==> src/pkg/afd_pkg.sv <==
package afd_pkg;

  // ****************************************************************
  // Sizes
  // ****************************************************************
  localparam int RESULT_DEPTH = 16;
  localparam int STAGE_DEPTH  = 4;
  localparam int ADC_BITS     = 10;
  localparam int SUB_BITS     = 2;
  localparam int TEMP_BITS    = 12;
  localparam int WORD_BITS    = 16;
  localparam int DAC_CHANNELS = 8;
  localparam int DAC_BITS     = 10;
  localparam int GPIO_LINES   = 12;

  // ****************************************************************
  // Command byte decoding
  // ****************************************************************
  localparam logic [3:0] CMD_DAC_NIBBLE = 4'h1;
  localparam logic [1:0] CMD_SETUP_TOP  = 2'h1;
  localparam logic [7:0] CMD_GPIO_WRITE = 8'h02;
  localparam int         CKM_POS        = 4;

  // ****************************************************************
  // Clock modes
  // ****************************************************************
  localparam logic [1:0] CKM_CONVERT_START_N_INT = 2'h0;
  localparam logic [1:0] CKM_CONVERT_START_N_TH  = 2'h1;
  localparam logic [1:0] CKM_SERIAL    = 2'h2;
  localparam logic [1:0] CKM_SCLK      = 2'h3;
  localparam logic [1:0] CKM_RESET     = CKM_SERIAL;

  // ****************************************************************
  // DAC data word and wake-up codes
  // ****************************************************************
  localparam int         DAC_SEL_POS  = 12;
  localparam int         DAC_DATA_POS = 2;
  localparam logic [3:0] DAC_OP_LOAD  = 4'h8;
  localparam logic [3:0] DAC_OP_ALL   = 4'h9;
  localparam logic [9:0] CODE_ZERO    = 10'h000;
  localparam logic [9:0] CODE_FULL    = 10'h3ff;

  // ****************************************************************
  // Frame lengths (index of the last bit) and counter limits
  // ****************************************************************
  localparam logic [4:0] LAST_CMD_BIT   = 5'h07;
  localparam logic [4:0] LAST_SHORT_BIT = 5'h0f;
  localparam logic [4:0] LAST_LONG_BIT  = 5'h17;
  localparam logic [4:0] BIT_CNT_MAX    = 5'h1f;
  localparam logic [1:0] WAKE_SETTLE    = 2'h2;

  typedef enum logic [1:0] {FR_CMD, FR_DAC, FR_GPIO, FR_IGNORE} afd_frame_t;

endpackage

==> src/hw/afd_core.sv <==
// Notes on behaviour
// - Result buffer holds sixteen ADC results plus one separate temperature result.
// - Full buffer overwrites its oldest ADC result with the newest.
// - ADC word: four zeros, ten result bits MSB first, two sub-bits.
// - Each chip-select fall presents the oldest unread word, MSB first.
// - Empty buffer reads out as all zeros.
// - First word after a temperature measurement is four zeros plus twelve-bit temperature.
// - Unread temperature result is replaced by a newer one.
// - Temperature is two's complement Celsius, eight steps per degree.
// - DAC codes are straight binary, zero lowest, all ones highest.
// - Sixteen-bit serial DAC word becomes parallel input-register data.
// - Host lowers chip select; device samples input on falling serial clock.
// - DAC write: command 0001xxxx, then two bytes of channel and data.
// - Eight channels each have an input register and a ten-bit output register.
// - Load strobe low or load command copies input to output registers.
// - Wake select low: codes 000h, buffers off, outputs pulled to ground.
// - Wake select high: codes 3FFh, buffers off, outputs pulled to reference.
// - Large variant twelve lines in three groups; small variant four lines.
// - GPIO write: command then one data byte (small) or two (large).
// - Internal oscillator runs and times conversions in modes 00, 01, 10.
// - Mode 11 times conversions from the serial clock, 0.1 to 3.6 MHz.
// - External track-and-hold timing only in clock mode 01.
// - Internally timed modes allow readout at serial clocks up to 25 MHz.
// - Setup byte bits 5:4 pick clock mode; mode 10 after reset.
// - End-of-conversion low on completion, high on selects falling, high in mode 11.
// - Chip select high returns the interface idle, dropping partial frames.

module afd_result_fifo #(
  parameter int WIDTH     = 12,
  parameter int DEPTH     = 4,
  parameter bit OVERWRITE = 1'b0
) (
  input  wire logic             core_clk,   // Core clock
  input  wire logic             resetn,     // Async reset, active low
  input  wire logic             inValid,    // Write request
  input  wire logic [WIDTH-1:0] inData,     // Write data
  output logic                  inReady,    // Space available
  output logic                  outValid,   // Data available
  output logic      [WIDTH-1:0] outData,    // Oldest entry
  input  wire logic             outReady    // Read accept
);
  localparam int AW = $clog2(DEPTH);

  logic [WIDTH-1:0] mem [DEPTH];
  logic [AW-1:0]    wrPtr_r;
  logic [AW-1:0]    rdPtr_r;
  logic [AW:0]      count_r;
  logic [AW:0]      count_nxt;
  logic             full_r;
  logic             empty_r;
  logic             room_r;
  logic             push;
  logic             pop;
  logic             drop;

  if (DEPTH < 2 || (DEPTH & (DEPTH - 1)) != 0) begin : g_chk
    $error("afd_result_fifo depth must be a power of two");
  end

  // Registered so the ready port comes straight from a flip-flop
  assign inReady  = room_r;
  assign outValid = ~empty_r;
  assign outData  = mem[rdPtr_r];
  assign push     = inValid & inReady;
  assign pop      = outValid & outReady;
  // Overwrite keeps the newest results; losing old data beats stalling the ADC
  assign drop     = push & full_r & ~pop;

  always_comb begin
    count_nxt = count_r;
    if (push && !pop && !drop) begin
      count_nxt = count_r + 1'b1;
    end else if (pop && !push) begin
      count_nxt = count_r - 1'b1;
    end
  end

  always_ff @(posedge core_clk) begin
    if (push) begin
      mem[wrPtr_r] <= inData;
    end
  end

  always_ff @(posedge core_clk or negedge resetn) begin
    if (!resetn) begin
      wrPtr_r <= '0;
      rdPtr_r <= '0;
      count_r <= '0;
      full_r  <= 1'b0;
      empty_r <= 1'b1;
      room_r  <= 1'b1;
    end else begin
      if (push) begin
        wrPtr_r <= wrPtr_r + 1'b1;
      end
      if (pop || drop) begin
        rdPtr_r <= rdPtr_r + 1'b1;
      end
      count_r <= count_nxt;
      full_r  <= (count_nxt == (AW+1)'(DEPTH));
      empty_r <= (count_nxt == '0);
      room_r  <= OVERWRITE | (count_nxt != (AW+1)'(DEPTH));
    end
  end

endmodule

module afd_core #(
  parameter int GPIO_LINES = afd_pkg::GPIO_LINES
) (
  input  wire logic        core_clk,           // 125 MHz core clock
  input  wire logic        resetn,             // Async reset, active low
  input  wire logic        cs_n,               // Serial chip select pin
  input  wire logic        sclk,               // Serial clock pin
  input  wire logic        din,                // Serial data in pin
  output logic             dout,               // Serial data out
  input  wire logic        dac_load_strobe_n,  // DAC load pin
  input  wire logic        convert_start_n,    // Convert start pin
  input  wire logic        dac_wake_select,    // DAC wake-up strap
  input  wire logic        conv_valid,         // ADC result strobe
  input  wire logic [11:0] conv_result,        // Result and sub-bits
  output logic             conv_ready,         // Staging space free
  input  wire logic        temp_valid,         // Temperature strobe
  input  wire logic [11:0] temp_result,        // Temperature code
  input  wire logic        ops_done,           // Last operation done
  output logic             eoc_n,              // End of conversion
  output logic [79:0]      dac_code,           // Eight output codes
  output logic [7:0]       dac_buf_off,        // Buffers powered down
  output logic             dac_pull_ref,       // Pull to reference
  output logic [3:0]       gpio_group_a,       // GPIO group A
  output logic [3:0]       gpio_group_b,       // GPIO group B
  output logic [3:0]       gpio_group_c,       // GPIO group C
  output logic             clock_mode_sel_hi,  // Clock mode bit 1
  output logic             clock_mode_sel_lo,  // Clock mode bit 0
  output logic             int_osc_en,         // Internal oscillator on
  output logic             ext_th_en,          // External track-hold
  output logic             sclk_conv_tick      // Serial-clock conv tick
);
  localparam int NCH = afd_pkg::DAC_CHANNELS;
  localparam logic [4:0] GPIO_LAST =
    (GPIO_LINES == 12) ? afd_pkg::LAST_LONG_BIT : afd_pkg::LAST_SHORT_BIT;

  if (GPIO_LINES != 12 && GPIO_LINES != 4) begin : g_chk
    $error("afd_core supports 4 or 12 GPIO lines");
  end

  // ****************************************************************
  // Pin synchronisers
  // ****************************************************************
  logic [5:0] pinS1_r;
  logic [5:0] pinS2_r;
  logic [5:0] pinS3_r;
  logic       csS2;
  logic       sclkS2;
  logic       dinS2;
  logic       csFall;
  logic       sclkFall;
  logic       sclkRise;
  logic       ldFall;
  logic       cnvFall;

  always_ff @(posedge core_clk or negedge resetn) begin
    if (!resetn) begin
      // Serial clock idles low; a reset value of one would fake a fall
      pinS1_r <= 6'h3d;
      pinS2_r <= 6'h3d;
      pinS3_r <= 6'h3d;
    end else begin
      pinS1_r <= {dac_wake_select, convert_start_n, dac_load_strobe_n, din, sclk, cs_n};
      pinS2_r <= pinS1_r;
      pinS3_r <= pinS2_r;
    end
  end

  assign csS2     = pinS2_r[0];
  assign sclkS2   = pinS2_r[1];
  assign dinS2    = pinS2_r[2];
  assign csFall   = pinS3_r[0] & ~csS2;
  // Sampling at 125 MHz leaves two and a half core cycles per half period at 25 MHz
  assign sclkFall = pinS3_r[1] & ~sclkS2 & ~csS2;
  assign sclkRise = ~pinS3_r[1] & sclkS2;
  assign ldFall   = pinS3_r[3] & ~pinS2_r[3];
  assign cnvFall  = pinS3_r[4] & ~pinS2_r[4];

  // ****************************************************************
  // Serial frame receiver
  // ****************************************************************
  afd_pkg::afd_frame_t frame_r;
  logic [4:0]          bitCnt_r;
  logic [15:0]         rx_r;
  logic [15:0]         rxNext;
  logic                cmdStb;
  logic                dacStb;
  logic                gpioStb;

  assign rxNext  = {rx_r[14:0], dinS2};
  assign cmdStb  = sclkFall && frame_r == afd_pkg::FR_CMD && bitCnt_r == afd_pkg::LAST_CMD_BIT;
  assign dacStb  = sclkFall && frame_r == afd_pkg::FR_DAC && bitCnt_r == afd_pkg::LAST_LONG_BIT;
  assign gpioStb = sclkFall && frame_r == afd_pkg::FR_GPIO && bitCnt_r == GPIO_LAST;

  always_ff @(posedge core_clk or negedge resetn) begin
    if (!resetn) begin
      frame_r  <= afd_pkg::FR_CMD;
      bitCnt_r <= '0;
      rx_r     <= '0;
    end else if (csS2) begin
      frame_r  <= afd_pkg::FR_CMD;
      bitCnt_r <= '0;
      rx_r     <= '0;
    end else if (sclkFall) begin
      rx_r <= rxNext;
      if (bitCnt_r != afd_pkg::BIT_CNT_MAX) begin
        bitCnt_r <= bitCnt_r + 1'b1;
      end
      if (cmdStb) begin
        if (rxNext[7:4] == afd_pkg::CMD_DAC_NIBBLE) begin
          frame_r <= afd_pkg::FR_DAC;
        end else if (rxNext[7:0] == afd_pkg::CMD_GPIO_WRITE) begin
          frame_r <= afd_pkg::FR_GPIO;
        end else begin
          frame_r <= afd_pkg::FR_IGNORE;
        end
      end else if (dacStb || gpioStb) begin
        frame_r <= afd_pkg::FR_IGNORE;
      end
    end
  end

  // ****************************************************************
  // Setup register: clock mode
  // ****************************************************************
  logic [1:0] mode_r;

  always_ff @(posedge core_clk or negedge resetn) begin
    if (!resetn) begin
      mode_r <= afd_pkg::CKM_RESET;
    end else if (cmdStb && rxNext[7:6] == afd_pkg::CMD_SETUP_TOP) begin
      mode_r <= rxNext[afd_pkg::CKM_POS +: 2];
    end
  end

  always_ff @(posedge core_clk or negedge resetn) begin
    if (!resetn) begin
      int_osc_en     <= 1'b1;
      ext_th_en      <= 1'b0;
      sclk_conv_tick <= 1'b0;
    end else begin
      int_osc_en     <= (mode_r != afd_pkg::CKM_SCLK);
      ext_th_en      <= (mode_r == afd_pkg::CKM_CONVERT_START_N_TH);
      // Host keeps the serial clock within 0.1 to 3.6 MHz in this mode
      sclk_conv_tick <= (mode_r == afd_pkg::CKM_SCLK) && sclkRise;
    end
  end

  assign clock_mode_sel_hi = mode_r[1];
  assign clock_mode_sel_lo = mode_r[0];

  always_ff @(posedge core_clk or negedge resetn) begin
    if (!resetn) begin
      eoc_n <= 1'b1;
    end else if (mode_r == afd_pkg::CKM_SCLK) begin
      eoc_n <= 1'b1;
    end else if (ops_done) begin
      eoc_n <= 1'b0;
    end else if (csFall || cnvFall) begin
      eoc_n <= 1'b1;
    end
  end

  // ****************************************************************
  // Result path: staging FIFO, result buffer, temperature slot
  // ****************************************************************
  logic        stageValid;
  logic [11:0] stageData;
  logic        stageTake;
  logic        resValid;
  logic [11:0] resData;
  logic        resPop;
  logic        tempValid_r;
  logic [11:0] tempReg_r;
  logic [15:0] txWord_r;
  logic [15:0] pick;

  // Drain stalls on readout so the result buffer never pushes and pops at once
  assign stageTake = ~csFall;

  afd_result_fifo #(.WIDTH(12), .DEPTH(afd_pkg::STAGE_DEPTH), .OVERWRITE(1'b0)) u_stage (
    .core_clk (core_clk),
    .resetn   (resetn),
    .inValid  (conv_valid),
    .inData   (conv_result),
    .inReady  (conv_ready),
    .outValid (stageValid),
    .outData  (stageData),
    .outReady (stageTake)
  );

  afd_result_fifo #(.WIDTH(12), .DEPTH(afd_pkg::RESULT_DEPTH), .OVERWRITE(1'b1)) u_result (
    .core_clk (core_clk),
    .resetn   (resetn),
    .inValid  (stageValid & stageTake),
    .inData   (stageData),
    .inReady  (),
    .outValid (resValid),
    .outData  (resData),
    .outReady (resPop)
  );

  // Sign and scale of the temperature code pass through untouched
  always_ff @(posedge core_clk or negedge resetn) begin
    if (!resetn) begin
      tempValid_r <= 1'b0;
      tempReg_r   <= '0;
    end else if (temp_valid) begin
      tempValid_r <= 1'b1;
      tempReg_r   <= temp_result;
    end else if (csFall) begin
      tempValid_r <= 1'b0;
    end
  end

  assign resPop = csFall & ~tempValid_r & resValid;

  always_comb begin
    if (tempValid_r) begin
      pick = {4'h0, tempReg_r};
    end else if (resValid) begin
      pick = {4'h0, resData};
    end else begin
      pick = 16'h0000;
    end
  end

  always_ff @(posedge core_clk or negedge resetn) begin
    if (!resetn) begin
      txWord_r <= '0;
      dout     <= 1'b0;
    end else if (csFall) begin
      txWord_r <= pick;
      dout     <= pick[15];
    end else if (sclkFall) begin
      txWord_r <= {txWord_r[14:0], 1'b0};
      dout     <= txWord_r[14];
    end
  end

  // ****************************************************************
  // DAC input and output registers
  // ****************************************************************
  logic [9:0] dacIn_r  [NCH];
  logic [9:0] dacOut_r [NCH];
  logic [1:0] initCnt_r;
  logic       initDone_r;
  logic       wakeCatch;
  logic [3:0] dacSel;
  logic [9:0] dacData;
  logic       dacLoad;

  assign wakeCatch = ~initDone_r && initCnt_r == afd_pkg::WAKE_SETTLE;
  assign dacSel    = rxNext[afd_pkg::DAC_SEL_POS +: 4];
  assign dacData   = rxNext[afd_pkg::DAC_DATA_POS +: 10];
  assign dacLoad   = initDone_r && (ldFall || (dacStb && dacSel == afd_pkg::DAC_OP_LOAD));

  always_ff @(posedge core_clk or negedge resetn) begin
    if (!resetn) begin
      initCnt_r    <= '0;
      initDone_r   <= 1'b0;
      dac_pull_ref <= 1'b0;
    end else if (!initDone_r) begin
      initCnt_r <= initCnt_r + 1'b1;
      if (wakeCatch) begin
        initDone_r   <= 1'b1;
        dac_pull_ref <= pinS2_r[5];
      end
    end
  end

  for (genvar ch = 0; ch < NCH; ch++) begin : g_dac
    always_ff @(posedge core_clk or negedge resetn) begin
      if (!resetn) begin
        dacIn_r[ch]     <= afd_pkg::CODE_ZERO;
        dacOut_r[ch]    <= afd_pkg::CODE_ZERO;
        dac_buf_off[ch] <= 1'b1;
      end else if (wakeCatch) begin
        dacIn_r[ch]  <= pinS2_r[5] ? afd_pkg::CODE_FULL : afd_pkg::CODE_ZERO;
        dacOut_r[ch] <= pinS2_r[5] ? afd_pkg::CODE_FULL : afd_pkg::CODE_ZERO;
      end else begin
        if (dacStb && (dacSel == 4'(ch) || dacSel == afd_pkg::DAC_OP_ALL)) begin
          dacIn_r[ch] <= dacData;
        end
        if (dacLoad) begin
          dacOut_r[ch]    <= dacIn_r[ch];
          dac_buf_off[ch] <= 1'b0;
        end
      end
    end
    // Straight binary: the code drives the converter unchanged
    assign dac_code[ch*10 +: 10] = dacOut_r[ch];
  end

  // ****************************************************************
  // GPIO write
  // ****************************************************************
  always_ff @(posedge core_clk or negedge resetn) begin
    if (!resetn) begin
      gpio_group_a <= '0;
      gpio_group_b <= '0;
      gpio_group_c <= '0;
    end else if (gpioStb) begin
      if (GPIO_LINES == 12) begin
        gpio_group_a <= rxNext[3:0];
        gpio_group_b <= rxNext[7:4];
        gpio_group_c <= rxNext[11:8];
      end else begin
        gpio_group_a <= {2'h0, rxNext[1:0]};
        gpio_group_c <= {2'h0, rxNext[3:2]};
      end
    end
  end
endmodule

==> config.mk <==
export PLATFORM = sky130hd
export DESIGN_NAME = afd_core
export DESIGN_NICKNAME = d
export VERILOG_FILES = /design/src/pkg/afd_pkg.sv /design/src/hw/afd_core.sv
export SDC_FILE = /design/constraint.sdc
export NUM_CORES = 1
export LEC_CHECK = 0
export ABC_AREA = 1
export BUFFER_PORTS_ARGS = -buffer_cell sky130_fd_sc_hd__buf_2
export CORE_ASPECT_RATIO = 0.75
export CORE_MARGIN = 1.5
export CORE_UTILIZATION = 35
export CTS_CLUSTER_DIAMETER = 100
export DETAILED_ROUTE_END_ITERATION = 6
export SYNTH_ARGS = -nofsm -noshare
export SYNTH_HDL_FRONTEND = slang
export SYNTH_SLANG_ARGS = --single-unit
export TNS_END_PERCENT = 30
==> constraint.sdc <==
create_clock -name core_clk -period 5 [get_ports core_clk]
set_input_delay 0.5 -clock core_clk [delete_from_list [all_inputs] [get_ports core_clk]]
set_output_delay 0.5 -clock core_clk [all_outputs]
set_load 0.05 [all_outputs]
After elaboration in Yosys (flattened, before gate mapping)

Memories as Yosys holds them, arrays and structs flattened.
Cells that the tools add are included.

Add/sub/neg operators: 10
Equal/unequal tests: 24
Muxes and demuxes: 65
Bitwise operators: 28
Reduce and logical (&&, ||, !) cells: 66

Operator list:

| kind                                                 | number |
|---|---|
| 2-to-1 mux 10 bit                                    | 33 |
| 2-to-1 mux 15 bit                                    | 4 |
| nonzero test 2 bit                                   | 13 |
| logical AND 1 bit                                    | 25 |
| 2-to-1 mux 5 bit                                     | 5 |
| 2-to-1 mux 12 bit                                    | 2 |
| equality test 4 x 3 -> 1 bit (second input constant) | 4 |
| AND 1 bit                                            | 15 |
| 2-to-1 mux 1 bit                                     | 14 |
| logical OR 1 bit                                     | 13 |
| NOT 1 bit                                            | 13 |
| adder 5 x 1 -> 5 bit (second input constant)         | 2 |
| equality test 5 bit (second input constant)          | 2 |
| 2-to-1 mux 2 bit                                     | 5 |
| adder 4 x 1 -> 4 bit (second input constant)         | 2 |
| equality test 4 x 1 -> 1 bit (second input constant) | 2 |
| equality test 4 x 2 -> 1 bit (second input constant) | 2 |
| equality test 4 bit (second input constant)          | 2 |
| equality test 8 x 2 -> 1 bit (second input constant) | 1 |
| AND reduction 2 bit                                  | 4 |
| adder 2 x 1 -> 2 bit (second input constant)         | 3 |
| equality test 2 x 1 -> 1 bit (second input constant) | 3 |
| equality test 2 bit (second input constant)          | 3 |
| 2-to-1 mux 3 bit                                     | 2 |
| 14 further kinds                                     | 19 |

Flip-flop bits (word level): 276
Bits in writable memories: 240
Output and inout port bits: 109
Word-level logic and storage cells: 244
Memories: 2

Memory list:

| name         | words | width | read ports | clocked after memory_dff | write ports | RTL line       | text |
|---|---|---|---|---|---|---|---|
| u_result.mem | 16    | 12    | 1          | 0                        | 1           | afd_core.sv:44 | `logic [WIDTH-1:0] mem [DEPTH];` |
| u_stage.mem  | 4     | 12    | 1          | 0                        | 1           | afd_core.sv:44 |  |

Logic depth before layout (Yosys ltp)

Depth after elaboration: 11
Gate-level depth with buffers: 13

By module

A second synthesis with hierarchy kept.

Cells, all modules: 2132
Area, all modules: 21743.4 um^2

Modules (own cells, without submodules):

| module                     | instances | cells each | area an instance (um^2) | seq. area each (um^2) |
|---|---|---|---|---|
| afd_core                   | 1         | 1211       | 10628.9                 | 6277.3 |
| afd_result_fifo (u_result) | 1         | 731        | 8715.9                  | 6142.1 |
| afd_result_fifo (u_stage)  | 1         | 190        | 2398.6                  | 1694.1 |

Worst setup path after synthesis

OpenSTA, ideal clock, no wires.

Path kind: register to register
Start: register pinS2_r[0]
End: memory u_result.mem[11][0] (enable)
Setup time: 0.380 ns
Arrival time: 1.530 ns
Data required time: 4.620 ns
Slack: 3.090 ns
Cell stages (with the launch flop): 7
Buffers on the path: 0
Period minus slack after synthesis: 1.910 ns
Cells stage by stage: dfstp_2 -> inv_2 -> nand2_2 -> nand2_2 -> inv_2 -> nand2_1 -> nor2_1

Longest elaborated chain between the ends: 6

Ends and longest elaborated chain:

| what                                   | RTL line        | text |
|---|---|---|
| start: declaration                     | afd_core.sv:151 | `logic [5:0] pinS2_r;` |
| start signal: assignment               | afd_core.sv:170 | `pinS2_r <= pinS1_r;` |
| NOT 1 bit                              | afd_core.sv:178 | `assign csFall = pinS3_r[0] & ~csS2;` |
| AND 1 bit                              | afd_core.sv:178 |  |
| NOT 1 bit                              | afd_core.sv:285 | `assign stageTake = ~csFall;` |
| AND 1 bit                              | afd_core.sv:301 | `.inValid (stageValid & stageTake),` |
| 2-to-1 mux 1 bit                       | afd_core.sv:79  | `if (push) begin` |
| 2-to-1 mux 1 bit (implied by the code) | afd_core.sv:80  | `mem[wrPtr_r] <= inData;` |
| end: declaration                       | afd_core.sv:44  |  |

Every way passes these cells.

Worst setup path after layout

Start: register initCnt_r[0]
End: register dacOut_r, in the netlist dac_code[24]

Longest elaborated chain between the ends: 3

Ends and longest elaborated chain:

| what                                                    | RTL line        | text |
|---|---|---|
| start: declaration                                      | afd_core.sv:352 | `logic [1:0] initCnt_r;` |
| start signal: assignment                                | afd_core.sv:370 | `initCnt_r <= initCnt_r + 1'b1;` |
| equality test 2 bit (*)                                 | afd_core.sv:359 | `assign wakeCatch = ~initDone_r && initCnt_r == afd_pkg::WAKE_SETTLE;` |
| logical AND 1 bit (*)                                   | afd_core.sv:359 |  |
| 2-to-1 mux 10 bit or nonzero test 2 bit (tied branches) | n/a             |  |
| end signal: indexed assignment                          | afd_core.sv:382 | `dacOut_r[ch] <= afd_pkg::CODE_ZERO;` |
| end signal: indexed assignment                          | afd_core.sv:386 | `dacOut_r[ch] <= pinS2_r[5] ? afd_pkg::CODE_FULL : afd_pkg::CODE_ZERO;` |
| end signal: indexed assignment                          | afd_core.sv:392 | `dacOut_r[ch] <= dacIn_r[ch];` |
| end: declaration                                        | afd_core.sv:351 | `logic [9:0] dacOut_r [NCH];` |

Every way passes the cells marked *; elsewhere a longest branch is shown, timed or not.
A chain may end at the register's enable or synchronous reset.

==> impl_metrics.yaml <==
sta:
  period_needed_ns: 3.15
  max_slew.worst_pin.slew_ns: 1.31
  final.setup_skew_ns: 0.0533
  period_share_pct: 63.1
  whs_ns: 0.0365
  hold_viol_final: 0
  totalNegativeSetupSlack_ns: 0
  maxSlewViolCount: 0
  setup_violations: 0
  layout_setup_ws_ns: 1.85
  rsz0062_at_grt: "false"
  relSlewSlack_pct: 12.2
  fmax_mhz: 317
yosys:
  synth_simple_gate_area_share_pct: 15.8
  synth_fa_ha_area_share_pct: 0.935
  synth_top_area_share_pct: 33.7
  synthMuxAreaShare_pct: 0.368
  syn_area_per_cell_um2: 10.2
  synth_top_family_by_area: "simple AND/OR/NAND/NOR gates"
  synth_seq_cells: 515
  synth_cell_types: 37
  yosys_warnings: 0
  yosys.area.top_type: "edfxtp_1"
  netlist_instances: 2096
  synth-compound-area-share_pct: 9.96
  ys_seq_area_share_pct: 65.9
  async_reset_ff_share_pct: 53.4
  synth_area_leaders: "edfxtp_1 (34%), dfrtp_1 (30%), nand2_1 (8.2%)"
  synth_ff_type: "dfrtp_1"
  syn-cell-area_um2: 21400
  synth_nets: 2147
  synth-edff-count: 240
  synth_xor_area_share_pct: 0.655
status:
  violations: "design-rule violations"
  outcome: "finished with violations"
clock_network:
  cts_setup_buffers: 0
  clock_sink_count: 515
  hold_buffers: 7
  clockRootBuffer: "clkbuf_16"
  clockBufferDepth: 3
  cts_resized: 0
  cts_tree: "done"
  clk_transition_reported_paths_ns: 0.06
  numCtsBuffers: 53
  htree_levels: 2
  clkLatencyLatePin_ns: 0.63
flow_run:
  drv_cap: 0
layout:
  design_area_um2: 24600
  areaGrowthSynthToFinish_pct: 15.1
  fin_util_pct: 40.7
  post_layout_nonfiller_instances: 3043
  final-seq-area_um2: 14100
  final_cell_mix: "nand2_1 (466), o21ai_0 (286), dfrtp_1 (253)"
  layout_commonest_cell: "nand2_1"
  nets: 2245
  multi_input_area_um2: 5990
  drive_above_1_share_pct: 13.4
  fillers: 5846
routing:
  vias_per_cell: 4.99
  drc: 12
  drt-total-wl_um: 54700
  vias: 15200
  antenna_left: 0
  first_pass_iters: 7
  wl_per_cell_um: 18.0
  drt_iter0_drc: 1280
critical_path:
  r2r_start: "initCnt_r[0]"
  crit_path_start: "initCnt_r[0]"
  arrival_ns: 3.71
  start_kind: "register"
  required_ns: 5.56
  worstReg2RegEnd: "dac_code[24]"
  r2r_slack_ns: 1.85
  cp-endpoint: "dac_code[24]"
  crit_type: "register to register"
  rr_worst_depth: 8
  critPathMaxFanout: 80
  endpoint_kind: "register"
hold_path:
  worstHoldPathType: "input port to register"
  whs_path_depth: 1
pwr:
  comb_power_share_pct: 25.0
  irDropWorstVdd_v: 0.000262
  p_sw_mw: 4.54
  p_total_mw: 13.2
  swShare_pct: 34.4
  power_leakage_nw: 10.6
  p_int_mw: 8.66
  seqPwrFrac_pct: 43.6
  powerDensity_nw_per_um2: 536
  power_frac_clock_pct: 31.3
global_route:
  grt_pass1_vias: 14600
  antenna_found_initial: 3
  track_usage_pct: 17.5
  gr-total-overflow: 0
  grt_max_degree: 120
  grt_pass1_wl_um: 85300
placement:
  place_inst: 2932
  dpl_cell_area_um2: 22700
  dp_slack_ns: 1.89
  place_congestion: 0.789
  dp.final_hpwl_um: 34500
  numPortBuffers: 143
floorplan:
  die_y_um: 217
  die_area_um2: 62700
  core_um2: 60500
  rows: 78
  initial_core_util_pct: 35.4
  boundaryPins: 144
  die_x_um: 289
==> worst min-delay path by stage <==
stage / startpoint / end / slack, ns
after CTS: sclk / pinS1_r[1] / 0.003
after detailed placement: pinS1_r[2] / pinS2_r[2] / 0.35
after floorplan: resetn / bitCnt_r[0] / 0.20
after global placement: pinS1_r[1] / pinS2_r[1] / 0.34
final: sclk / pinS1_r[1] / 0.04
after global routing: sclk / pinS1_r[1] / 0.009
==> power groups by stage <==
| stage | registers (mW) | logic (mW) | clock network (mW) |
|---|---|---|---|
| detailed placement | 5.84 | 3.30 | 0 |
| global placement | 5.81 | 3.21 | 0 |
| global route | 5.82 | 3.66 | 4.38 |
| CTS | 5.76 | 3.32 | 4.23 |
| finish | 5.76 | 3.30 | 4.13 |
| floorplan | 5.96 | 1.91 | 0 |
==> cells in the mapped netlist (4+ instances only) <==
cell / instances
a21oi_1: 25
buf_1: 10
buf_2: 42
buf_4: 11
buf_6: 9
clkbuf_1: 54
dfrtp_1: 255
dfstp_2: 20
edfxtp_1: 240
ha_1: 16
inv_1: 188
inv_2: 5
mux2_2: 7
nand2_1: 466
nand3_1: 161
nand4_1: 9
nor2_1: 171
nor3_1: 4
o211ai_1: 32
o21ai_0: 286
o21ai_1: 14
o22ai_1: 29
o31ai_1: 4
or2_2: 6
xor2_1: 13
==> registers in the layout, summed over array words and instances (netlist names), 3 cells and up <==
name / cells
pinS1_r: 6
rx_r: 15
tempReg_r: 12
u_stage.count_r: 3
u_result.mem: 192
dac_code: 80
u_stage.mem: 48
txWord_r: 15
dacIn_r: 80
bitCnt_r: 5
pinS2_r: 6
u_result.rdPtr_r: 4
pinS3_r: 4
gpio_group_a: 4
u_result.count_r: 5
gpio_group_c: 4
gpio_group_b: 4
u_result.wrPtr_r: 4
==> critical path: stages (launching register included) <==
cell     delay, ns
dfrtp_1       0.39
inv_1         0.07
ha_1          0.17
inv_1         0.07
nor2_4        0.71
inv_2         0.54
nand2_4       0.81
nand2_1       0.12
nand2_1       0.11
==> area by class of cell <==
| type | instances | share of cell area (%) |
|---|---|---|
| diodes | 4 | 0.0406 |
| clock buffers | 82 | 6.33 |
| clock inverters | 18 | 1.15 |
| inverters | 194 | 2.96 |
| multi-input cells | 1261 | 24.3 |
| flip-flops and latches | 515 | 57.3 |
| well taps | 800 | 4.06 |
| repair buffers | 169 | 3.81 |
==> cells by family (layout without fill, tap and decap cells) <==
logic type               after synthesis  after routing
other                                  0              4
AND/OR/NAND/NOR                      825            825
flip-flops                           515            515
multiplexers                           7              7
buffers and inverters                320            463
adder cells (fa/ha/maj)               16             16
AO/OA/AOI/OAI                        397            397
XOR/XNOR                              16             16
==> per-layer routing <==
| metal | GRT usage (%) | share of wire (%) | up-vias |
|---|---|---|---|
| li1 | - | - | 7175 |
| met1 | 25.9 | 47 | 7529 |
| met2 | 25.4 | 44 | 397 |
| met3 | 4.03 | 7.0 | 88 |
| met4 | 4.97 | 2.3 | 0 |
| met5 | 0 | 0 | - |
(Power assumes the default switching activity.)
